`src/inc/asc_pkg.sv`:
```
// constants shared by the converter scan and trigger controller
`default_nettype none
package asc_pkg;
    localparam int unsigned CLK_HZ       = 100_000_000;
    localparam int unsigned CONV_MAX_HZ  = 4_500_000;
    // least divide that keeps the converter rate at or below its ceiling
    localparam int unsigned CONV_MIN_DIV = (CLK_HZ + CONV_MAX_HZ - 1) / CONV_MAX_HZ;
    localparam int unsigned NUM_CHAN     = 8;
    localparam int unsigned CHAN_W       = 3;
    localparam int unsigned RES_W        = 10;
    localparam int unsigned NUM_START    = 4;
    localparam int unsigned DIV_W        = 8;
    localparam logic [3:0] RES_MIN       = 4'h2;
    localparam logic [3:0] RES_MAX       = 4'hA;
    localparam logic [3:0] RES_RST       = 4'hA;
    localparam logic [DIV_W-1:0] DIV_RST = 8'h17;
    // starts sampled every system cycle; the others only on converter ticks
    localparam logic [3:0] START_SYS_MASK = 4'h5;
    localparam logic [RES_W-1:0] CODE_MSB = 10'h200;
    typedef enum logic [1:0] {ASC_IDLE, ASC_SAMPLE, ASC_CONV} asc_state_t;
endpackage
`default_nettype wire

```
`src/hdl/asc_adc_scan_trigger_control.sv`:
```
// converter scan sequencer, trigger selection, results and threshold compare
`default_nettype none
module asc_adc_scan_trigger_control
    import asc_pkg::*;
(
    input  wire logic                      core_clk_i,       // system clock
    input  wire logic                      reset_n_i,        // async reset
    input  wire logic [DIV_W-1:0]          cfg_div_i,        // converter clock divide
    input  wire logic [3:0]                cfg_res_i,        // resolution in bits
    input  wire logic                      cfg_continuous_i, // continuous scan
    input  wire logic [NUM_CHAN-1:0]       cfg_chan_en_i,    // channels in scan
    input  wire logic [NUM_START-1:0]      cfg_start_en_i,   // start input enables
    input  wire logic [NUM_START-1:0]      cfg_start_rise_i, // 1 rising, 0 falling
    input  wire logic [NUM_CHAN-1:0]       cfg_cmp_en_i,     // compare enables
    input  wire logic [NUM_CHAN*RES_W-1:0] cfg_cmp_val_i,    // compare values
    input  wire logic                      cfg_update_i,     // transfer staged config
    input  wire logic                      sw_start_i,       // software start pulse
    input  wire logic                      sw_stop_i,        // end continuous scan
    input  wire logic [NUM_START-1:0]      scan_start_i,     // trigger inputs
    input  wire logic                      sar_cmp_i,        // analog comparator
    output logic                           conv_tick_o,      // converter clock enable
    output logic                           sample_o,         // sample phase
    output logic [CHAN_W-1:0]              chan_o,           // multiplexer select
    output logic [RES_W-1:0]               dac_code_o,       // trial code
    output logic [NUM_CHAN*RES_W-1:0]      result_o,         // per-channel results
    output logic [NUM_CHAN-1:0]            cmp_below_o,      // below threshold
    output logic [NUM_CHAN-1:0]            cmp_above_o,      // at or above threshold
    output logic                           busy_o,           // scan running
    output logic                           scan_done_o,      // scan end pulse
    output logic                           start_capture_o,  // scan start pulse
    output logic                           cfg_pending_o     // update not yet taken
);

    // ************************************************************
    // helpers
    // ************************************************************
    function automatic logic [3:0] first_from(input logic [NUM_CHAN-1:0] mask,
                                              input logic [3:0] from);
        logic [3:0] r;
        r = 4'h0;
        for (int i = NUM_CHAN - 1; i >= 0; i--)
        begin
            if (mask[i] && (4'(i) >= from))
            begin
                r = {1'b1, 3'(i)};
            end
        end
        return r;
    endfunction

    function automatic logic [RES_W-1:0] bit_of(input logic [3:0] idx);
        return RES_W'(1) << idx;
    endfunction

    // ************************************************************
    // active configuration
    // ************************************************************
    logic [DIV_W-1:0]          act_div_q;
    logic [3:0]                act_res_q;
    logic                      act_cont_q;
    logic [NUM_CHAN-1:0]       act_chan_q;
    logic [NUM_START-1:0]      act_start_en_q;
    logic [NUM_START-1:0]      act_rise_q;
    logic [NUM_CHAN-1:0]       act_cmp_en_q;
    logic [NUM_CHAN*RES_W-1:0] act_cmp_val_q;
    logic                      cfg_pend_q;
    logic                      tick_q;
    asc_state_t                state_q;
    asc_state_t                state_d;
    logic                      scan_end_w;
    logic                      apply_w;
    logic [3:0]                res_clamp_w;
    logic [NUM_CHAN-1:0]       scan_mask_w;
    logic                      cont_w;

    assign res_clamp_w = (cfg_res_i < RES_MIN) ? RES_MIN :
                         (cfg_res_i > RES_MAX) ? RES_MAX : cfg_res_i;
    assign apply_w     = cfg_pend_q && tick_q && (state_q == ASC_IDLE || scan_end_w);
    // a scan started on the transfer tick already follows the new set
    assign scan_mask_w = apply_w ? cfg_chan_en_i : act_chan_q;
    assign cont_w      = apply_w ? cfg_continuous_i : act_cont_q;

    always_ff @(posedge core_clk_i or negedge reset_n_i)
    begin
        if (!reset_n_i)
        begin
            cfg_pend_q <= 1'b0;
        end
        else
        begin
            cfg_pend_q <= cfg_update_i || (cfg_pend_q && !apply_w);
        end
    end

    always_ff @(posedge core_clk_i or negedge reset_n_i)
    begin
        if (!reset_n_i)
        begin
            act_div_q      <= DIV_RST;
            act_res_q      <= RES_RST;
            act_cont_q     <= 1'b0;
            act_chan_q     <= '0;
            act_start_en_q <= '0;
            act_rise_q     <= '0;
            act_cmp_en_q   <= '0;
            act_cmp_val_q  <= '0;
        end
        else if (apply_w)
        begin
            act_div_q      <= cfg_div_i;
            act_res_q      <= res_clamp_w;
            act_cont_q     <= cfg_continuous_i;
            act_chan_q     <= cfg_chan_en_i;
            act_start_en_q <= cfg_start_en_i;
            act_rise_q     <= cfg_start_rise_i;
            act_cmp_en_q   <= cfg_cmp_en_i;
            act_cmp_val_q  <= cfg_cmp_val_i;
        end
    end

    // ************************************************************
    // converter clock enable
    // ************************************************************
    logic [DIV_W-1:0] div_cnt_q;
    logic [DIV_W-1:0] div_load_w;

    assign div_load_w = (act_div_q < DIV_W'(CONV_MIN_DIV)) ?
                        DIV_W'(CONV_MIN_DIV - 1) : act_div_q - DIV_W'(1);

    always_ff @(posedge core_clk_i or negedge reset_n_i)
    begin
        if (!reset_n_i)
        begin
            div_cnt_q <= '0;
            tick_q    <= 1'b0;
        end
        else
        begin
            div_cnt_q <= (div_cnt_q == '0) ? div_load_w : div_cnt_q - DIV_W'(1);
            tick_q    <= (div_cnt_q == '0);
        end
    end

    // ************************************************************
    // start inputs
    // ************************************************************
    logic [NUM_START-1:0] st_s1_q;
    logic [NUM_START-1:0] st_s2_q;
    logic [NUM_START-1:0] st_prev_q;
    logic [NUM_START-1:0] st_samp_w;
    logic [NUM_START-1:0] st_edge_w;
    logic                 cmp_s1_q;
    logic                 cmp_s2_q;
    logic                 start_pend_q;
    logic                 stop_pend_q;
    logic                 kick_w;

    assign st_samp_w = START_SYS_MASK | {NUM_START{tick_q}};
    assign st_edge_w = st_samp_w & act_start_en_q &
                       ((act_rise_q & st_s2_q & ~st_prev_q) |
                        (~act_rise_q & ~st_s2_q & st_prev_q));
    assign kick_w    = tick_q && state_q == ASC_IDLE && start_pend_q && |scan_mask_w;

    always_ff @(posedge core_clk_i or negedge reset_n_i)
    begin
        if (!reset_n_i)
        begin
            st_s1_q      <= '0;
            st_s2_q      <= '0;
            st_prev_q    <= '0;
            cmp_s1_q     <= 1'b0;
            cmp_s2_q     <= 1'b0;
            start_pend_q <= 1'b0;
            stop_pend_q  <= 1'b0;
        end
        else
        begin
            st_s1_q      <= scan_start_i;
            st_s2_q      <= st_s1_q;
            st_prev_q    <= (st_s2_q & st_samp_w) | (st_prev_q & ~st_samp_w);
            cmp_s1_q     <= sar_cmp_i;
            cmp_s2_q     <= cmp_s1_q;
            // a start arriving as the pending one is taken is kept
            start_pend_q <= (|st_edge_w) || sw_start_i || (start_pend_q && !kick_w);
            stop_pend_q  <= sw_stop_i || (stop_pend_q && !kick_w);
        end
    end

    // ************************************************************
    // scan sequencer
    // ************************************************************
    logic [CHAN_W-1:0] chan_q;
    logic [CHAN_W-1:0] chan_d;
    logic [RES_W-1:0]  code_q;
    logic [RES_W-1:0]  code_d;
    logic [3:0]        bit_q;
    logic [3:0]        bit_d;
    logic [3:0]        lsb_w;
    logic [RES_W-1:0]  code_dec_w;
    logic              fin_w;
    logic [3:0]        next_w;
    logic [3:0]        first_w;
    logic [RES_W-1:0]  val_w;
    logic              above_w;

    assign lsb_w      = RES_MAX - act_res_q;
    assign code_dec_w = cmp_s2_q ? code_q : code_q & ~bit_of(bit_q);
    assign fin_w      = tick_q && state_q == ASC_CONV && bit_q == lsb_w;
    assign next_w     = first_from(act_chan_q, 4'(chan_q) + 4'h1);
    assign first_w    = first_from(scan_mask_w, 4'h0);
    assign scan_end_w = fin_w && !next_w[3];
    assign val_w      = act_cmp_val_q[chan_q*RES_W +: RES_W];
    assign above_w    = code_dec_w >= val_w;

    always_comb
    begin
        state_d = state_q;
        chan_d  = chan_q;
        code_d  = code_q;
        bit_d   = bit_q;
        if (tick_q)
        begin
            unique case (state_q)
                ASC_IDLE:
                begin
                    if (kick_w)
                    begin
                        state_d = ASC_SAMPLE;
                        chan_d  = first_w[CHAN_W-1:0];
                    end
                end
                ASC_SAMPLE:
                begin
                    state_d = ASC_CONV;
                    code_d  = CODE_MSB;
                    bit_d   = RES_MAX - 4'h1;
                end
                ASC_CONV:
                begin
                    if (bit_q != lsb_w)
                    begin
                        code_d = code_dec_w | bit_of(bit_q - 4'h1);
                        bit_d  = bit_q - 4'h1;
                    end
                    else if (next_w[3])
                    begin
                        state_d = ASC_SAMPLE;
                        chan_d  = next_w[CHAN_W-1:0];
                    end
                    else if (cont_w && !stop_pend_q && first_w[3])
                    begin
                        state_d = ASC_SAMPLE;
                        chan_d  = first_w[CHAN_W-1:0];
                    end
                    else
                    begin
                        state_d = ASC_IDLE;
                    end
                end
            endcase
        end
    end

    always_ff @(posedge core_clk_i or negedge reset_n_i)
    begin
        if (!reset_n_i)
        begin
            state_q <= ASC_IDLE;
            chan_q  <= '0;
            code_q  <= '0;
            bit_q   <= '0;
        end
        else
        begin
            state_q <= state_d;
            chan_q  <= chan_d;
            code_q  <= code_d;
            bit_q   <= bit_d;
        end
    end

    // ************************************************************
    // results, compare and outputs
    // ************************************************************
    always_ff @(posedge core_clk_i or negedge reset_n_i)
    begin
        if (!reset_n_i)
        begin
            result_o    <= '0;
            cmp_below_o <= '0;
            cmp_above_o <= '0;
        end
        else if (fin_w)
        begin
            result_o[chan_q*RES_W +: RES_W] <= code_dec_w;
            cmp_above_o[chan_q] <= act_cmp_en_q[chan_q] && above_w;
            cmp_below_o[chan_q] <= act_cmp_en_q[chan_q] && !above_w;
        end
    end

    always_ff @(posedge core_clk_i or negedge reset_n_i)
    begin
        if (!reset_n_i)
        begin
            conv_tick_o     <= 1'b0;
            sample_o        <= 1'b0;
            chan_o          <= '0;
            dac_code_o      <= '0;
            busy_o          <= 1'b0;
            scan_done_o     <= 1'b0;
            start_capture_o <= 1'b0;
            cfg_pending_o   <= 1'b0;
        end
        else
        begin
            conv_tick_o     <= tick_q;
            sample_o        <= state_d == ASC_SAMPLE;
            chan_o          <= chan_d;
            dac_code_o      <= code_d;
            busy_o          <= state_d != ASC_IDLE;
            scan_done_o     <= scan_end_w;
            start_capture_o <= kick_w;
            cfg_pending_o   <= cfg_update_i || (cfg_pend_q && !apply_w);
        end
    end

    // ************************************************************
    // checks
    // ************************************************************
    logic [4:0] hlp_ticks_q;

    always_ff @(posedge core_clk_i or negedge reset_n_i)
    begin
        if (!reset_n_i)
        begin
            hlp_ticks_q <= '0;
        end
        else if (tick_q)
        begin
            hlp_ticks_q <= (state_d == ASC_SAMPLE) ? 5'h0 : hlp_ticks_q + 5'h1;
        end
    end
endmodule
`default_nettype wire

```
`config.mk`:
```
export PLATFORM = sky130hd
export DESIGN_NAME = asc_adc_scan_trigger_control
export DESIGN_NICKNAME = d
export VERILOG_FILES = /design/src/inc/asc_pkg.sv /design/src/hdl/asc_adc_scan_trigger_control.sv
export SDC_FILE = /design/constraint.sdc
export NUM_CORES = 1
export LEC_CHECK = 0
export ABC_AREA = 1
export BUFFER_PORTS_ARGS = -buffer_cell sky130_fd_sc_hd__buf_2
export CAP_MARGIN = 0
export CORE_ASPECT_RATIO = 1.5
export CORE_UTILIZATION = 57
export DETAILED_ROUTE_END_ITERATION = 7
export PLACE_DENSITY = 0.79
export SLEW_MARGIN = 20
export SYNTH_ARGS = -nofsm -noshare
export SYNTH_HDL_FRONTEND = slang
export SYNTH_SLANG_ARGS = --single-unit
```
`constraint.sdc`:
```
create_clock -name core_clk_i -period 4.4 [get_ports core_clk_i]
set_input_delay 0.22 -clock core_clk_i [delete_from_list [all_inputs] [get_ports core_clk_i]]
set_output_delay 0.22 -clock core_clk_i [all_outputs]
set_load 0.02 [all_outputs]
```
==> summary.md <==
| Metric | Value |
|---|---|
| List of cells traversed by the critical path | `buf_4 -> nand3_4 -> inv_1 -> a22oi_1 -> nand2_1 -> a2111oi_0 -> ha_1 -> a21oi_1 -> o21ai_0 -> a21o_1 -> a21oi_1 -> o21ai_0 -> a21oi_1 -> o21bai_1 -> nor2_1 -> nand2_1 -> nand2_1` |
| Syn_area_per_cell | `roughly 8 um^2` |
| Power density over cell area | `between 200 and 300 nW/um^2` |
| CP Data Required Time | `around 5 ns` |
| Max cap viols | `0` |
| Largest stage delay, worst path | `0.66 ns` |
| Maximum vdd drop | `between 0.0003 and 0.0004 V` |
| Largest area contributor in the netlist | `sky130_fd_sc_hd__dfrtp_1` |
| Detailed-route wire length per cell | `18.53 um` |
| Kind of start point of the critical path | `register` |
| Layout-stage area growth over the synthesis result | `25.78%` |
| Arrival time reported for the critical path endpoint | `approximately 4.3 ns` |
| #FFs+latches synth | `roughly 260` |
| Total length of routed met2 wires | `between 20 and 25 mm` |
| Number of global-route vias before repair | `approximately 14000` |
| Number of flops mapped to enable cells by yosys | `0` |
| Number of vias per cell after detailed routing | `~5.6` |
| Buffers added on ports | `241` |
| Top area cells in the synthesized netlist | `sky130_fd_sc_hd__dfrtp_1, sky130_fd_sc_hd__nand2_1, sky130_fd_sc_hd__o21ai_0` |
| Ratio of cells with drive above 1 in the final layout | `0.1847` |
| Pin count of the biggest net entering global routing | `127` |
| Critical-path maximum fanout | `16` |
| Area enclosed by the die boundary | `approximately 24000 um^2` |
| CTS tree | `done` |
| Filler cell count in the final layout | `approximately 1700` |
| Area of the core | `between 20000 and 25000 um^2` |
| Number of distinct library cells after synthesis | `62` |
| Total CTS buffers | `25` |
| DRT Pass-1 Iters | `8` |
| Via count | `approximately 13000` |
| Finish-stage setup viols | `0` |
| IO Pins | `around 240` |
| Mapped cell area | `about 14000 um^2` |
| Endpoint class of the critical path | `register` |
| Die outline height | `between 150 and 200 um` |
| Number of remaining DRC errors | `0` |
| Async set-or-reset flop fraction in the synthesized netlist | `1.000` |
| Setup_tns | `0 ns` |
| Relative slew slack | `0.4178` |
| Post-CTS setup repair buffer count | `0` |
| Uppermost layer routed | `met4` |
| DRT Wirelength | `~44 mm` |
| Initial DRC Count | `1080` |
| Cell with the most instances after synthesis | `sky130_fd_sc_hd__nand2_1` |
| Most common library cells after synthesis | `sky130_fd_sc_hd__nand2_1, sky130_fd_sc_hd__dfrtp_1, sky130_fd_sc_hd__inv_1, sky130_fd_sc_hd__o21ai_0, sky130_fd_sc_hd__nor2_1` |
| Initial core utilization | `0.5845` |
| Yosys Warn Count | `0` |
| Post-route non-filler standard cell count | `around 2400` |
| Sequential area share after synthesis | `0.4853` |
| Min cycle time layout | `around 3.8 ns` |
| RSZ-0062 raised after global routing | `no` |
| Max Buffers Root-to-Sink | `3` |
| Number of rows in the core area | `slightly below 70` |
| Crit path kind | `register to register` |
| Slowest CP cell | `sky130_fd_sc_hd__a2111oi_0` |
| Final global-route overflow total | `0` |
| Fin. max-slew vios | `0` |
| Initial antenna violation count | `1` |
| Global router's overall resource usage | `0.3679` |
| Resize count post-CTS | `0` |
| Pleak | `approximately 8.6 nW` |
| DRT antenna net count | `0` |
| Delay-heaviest family, CP | `compound AO/OA/AOI/OAI gates` |
| Worst hold path class | `primary input to register` |
| DPL Wire Length | `about 30 mm` |
| Total placed cells including tap cells | `roughly 2200` |
| Post-synthesis net count | `approximately 1900` |
| Horizontal extent of the die | `128.0 um` |
| Clock transition at the registers of the reported paths | `0.07 ns` |
| Global placer's final weighted congestion | `just over 1` |
| Dominant synthesized flop cell | `sky130_fd_sc_hd__dfrtp_1` |
| Period Utilization, post-route | `0.8642` |
| Clk_skew | `just under 0.02 ns` |
| Slew at the pin closest to its max-slew limit | `slightly below 0.9 ns` |
| Run status | `complete, no violations` |
| Hold Fails Final Rpt | `0` |
| Portion of synthesized cell area occupied by the leading cell type | `0.4737` |
| Met3 routed WL | `approximately 2.8 mm` |
| H-tree level count | `1` |
| Total number of clock tree sinks | `263` |
| CTS Root Cell | `sky130_fd_sc_hd__clkbuf_16` |
| Upper clock frequency limit | `approximately 260 MHz` |
| Clock insertion delay at the later pin of the skew report | `0.53 ns` |
| Total routed wire length on the met1 layer | `~15 mm` |
| Critical path buffer and inverter count | `2` |
| Global-route wire length before repair | `69.56 mm` |
| Nets | `approximately 2200` |
| Number of antenna cells inserted | `0` |
| Syn Inst Count | `approximately 1700` |
-- registers in the layout (all words and copies together), names as in the netlist, 8 cells and up, named ones only --
register	cells
div_cnt_q	8
act_div_q	8
dac_code_o	10
cmp_below_o	8
act_chan_q	8
result_o	80
cmp_above_o	8
act_cmp_en_q	8
act_cmp_val_q	80
-- cells in the final DEF, fill, tap and decap left out, types with 4 or more instances in the layout --
cell | netlist | final
sky130_fd_sc_hd__a2111oi_0 | 6 | 6
sky130_fd_sc_hd__a21oi_1 | 45 | 45
sky130_fd_sc_hd__a22o_1 | 9 | 9
sky130_fd_sc_hd__a22oi_1 | 10 | 10
sky130_fd_sc_hd__a31oi_1 | 22 | 22
sky130_fd_sc_hd__buf_2 | 12 | 240
sky130_fd_sc_hd__buf_4 | 4 | 21
sky130_fd_sc_hd__clkbuf_1 | 31 | 5
sky130_fd_sc_hd__clkbuf_16 | 0 | 25
sky130_fd_sc_hd__clkbuf_8 | 1 | 6
sky130_fd_sc_hd__clkinv_2 | 0 | 6
sky130_fd_sc_hd__dfrtp_1 | 257 | 257
sky130_fd_sc_hd__dfstp_2 | 6 | 6
sky130_fd_sc_hd__dlygate4sd3_1 | 0 | 117
sky130_fd_sc_hd__ha_1 | 33 | 33
sky130_fd_sc_hd__inv_1 | 167 | 167
sky130_fd_sc_hd__inv_2 | 9 | 8
sky130_fd_sc_hd__mux2_2 | 4 | 4
sky130_fd_sc_hd__mux2i_1 | 5 | 5
sky130_fd_sc_hd__nand2_1 | 592 | 592
sky130_fd_sc_hd__nand2_2 | 23 | 23
sky130_fd_sc_hd__nand2_4 | 5 | 5
sky130_fd_sc_hd__nand3_1 | 35 | 35
sky130_fd_sc_hd__nand3b_1 | 8 | 8
sky130_fd_sc_hd__nand4_1 | 12 | 12
sky130_fd_sc_hd__nor2_1 | 125 | 125
sky130_fd_sc_hd__nor2_2 | 4 | 4
sky130_fd_sc_hd__nor2_4 | 5 | 5
sky130_fd_sc_hd__nor3_1 | 17 | 17
sky130_fd_sc_hd__nor3_2 | 5 | 5
sky130_fd_sc_hd__nor4_1 | 6 | 6
sky130_fd_sc_hd__o211ai_1 | 8 | 8
sky130_fd_sc_hd__o21ai_0 | 147 | 147
sky130_fd_sc_hd__o22ai_1 | 19 | 19
sky130_fd_sc_hd__o31ai_1 | 10 | 10
sky130_fd_sc_hd__xnor2_1 | 7 | 7
sky130_fd_sc_hd__xor2_1 | 5 | 5
-- metrics by stage --
| step | util | area (um^2) | setup slack (ns) | power (mW) | hold WS (ns) |
|---|---|---|---|---|---|
| 3_3_place_gp | 0.6509 | 15120 | 0.8662 | 2.590 | 0.3016 |
| 4_1_cts | 0.7351 | 17080 | 0.6091 | 4.720 | 0.004426 |
| 2_1_floorplan | - | 13580 | 1.156 | 2.482 | -0.07559 |
| 5_1_grt | 0.7351 | 17080 | 0.2461 | 4.836 | 0.05575 |
| 6_report | 0.7351 | 17080 | 0.5973 | 4.731 | 0.01911 |
| 3_5_place_dp | 0.6509 | 15120 | 0.6215 | 2.593 | 0.3112 |
-- repair_timing --
| action | in CTS | in global routing |
|---|---|---|
| hold buffers | 117 | 0 |
| endpoints found under the hold margin | 215 | 0 |
| endpoints found under the setup margin | 0 | 0 |
-- kinds of logic after synthesis --
group / Yosys count / synth area share
AO/OA/AOI/OAI: 299 / 0.1298
buffers and inverters: 231 / 0.06866
adder cells (fa/ha/maj): 33 / 0.03042
flip-flops: 263 / 0.4853
multiplexers: 12 / 0.009493
XOR/XNOR: 12 / 0.007742
AND/OR/NAND/NOR: 852 / 0.2686
-- power breakdown --
part           internal (mW)  switching [mW]  leakage, nW
Clock                   1.15           0.943        0.386
Combinational          0.115          0.0929         5.18
Sequential              2.42         0.00377         3.03
Total                   3.69            1.04         8.60
-- routing by layer --
metal  vias up  track usage
li1       6218            -
met1      6356       0.3914
met2       703       0.6752
met3       200      0.05458
met4         0       0.2317
met5         -            0
-- worst register-to-register path, stage by stage, from the launching register on --
cell	delay, ns
sky130_fd_sc_hd__dfrtp_1	0.46
sky130_fd_sc_hd__buf_4	0.23
sky130_fd_sc_hd__nand3_4	0.22
sky130_fd_sc_hd__inv_1	0.18
sky130_fd_sc_hd__a22oi_1	0.20
sky130_fd_sc_hd__nand2_1	0.09
sky130_fd_sc_hd__a2111oi_0	0.66
sky130_fd_sc_hd__ha_1	0.37
sky130_fd_sc_hd__a21oi_1	0.13
sky130_fd_sc_hd__o21ai_0	0.08
sky130_fd_sc_hd__a21o_1	0.16
sky130_fd_sc_hd__a21oi_1	0.10
sky130_fd_sc_hd__o21ai_0	0.09
sky130_fd_sc_hd__a21oi_1	0.13
sky130_fd_sc_hd__o21bai_1	0.10
sky130_fd_sc_hd__nor2_1	0.38
sky130_fd_sc_hd__nand2_1	0.10
sky130_fd_sc_hd__nand2_1	0.09
-- final timing paths --
kind | start | endpoint | cells past startpoint | slack [ns]
max in group asynchronous | reset_n_i | div_cnt_q[5]$_DFF_PN0_ | 3 | 2.93
min in group asynchronous | reset_n_i | result_o[33]$_DFFE_PN0P_ | 2 | 0.31
max | chan_o[0]$_DFFE_PN0P_ | cmp_below_o[7]$_DFFE_PN0P_ | 17 | 0.60
min | cfg_res_i[1] | act_res_q[1]$_DFFE_PN1N_ | 4 | 0.02
min reg2reg | st_s1_q[0]$_DFF_PN0_ | st_s2_q[0]$_DFF_PN0_ | 0 | 0.35
max reg2reg | chan_o[0]$_DFFE_PN0P_ | cmp_below_o[7]$_DFFE_PN0P_ | 17 | 0.60
-- area by class of cell --
class | instances | area [um^2] | area share
Inverter | 177 | 668.1 | 0.03913
Clock buffer | 36 | 726.9 | 0.04257
Tap cell | 315 | 394.1 | 0.02308
Clock inverter | 9 | 57.56 | 0.003371
Multi-Input combinational cell | 1208 | 6055 | 0.3546
Sequential cell | 263 | 6589 | 0.3859
Timing Repair Buffer | 381 | 2585 | 0.1514
Note: power is estimated with default switching activity, not from simulation.
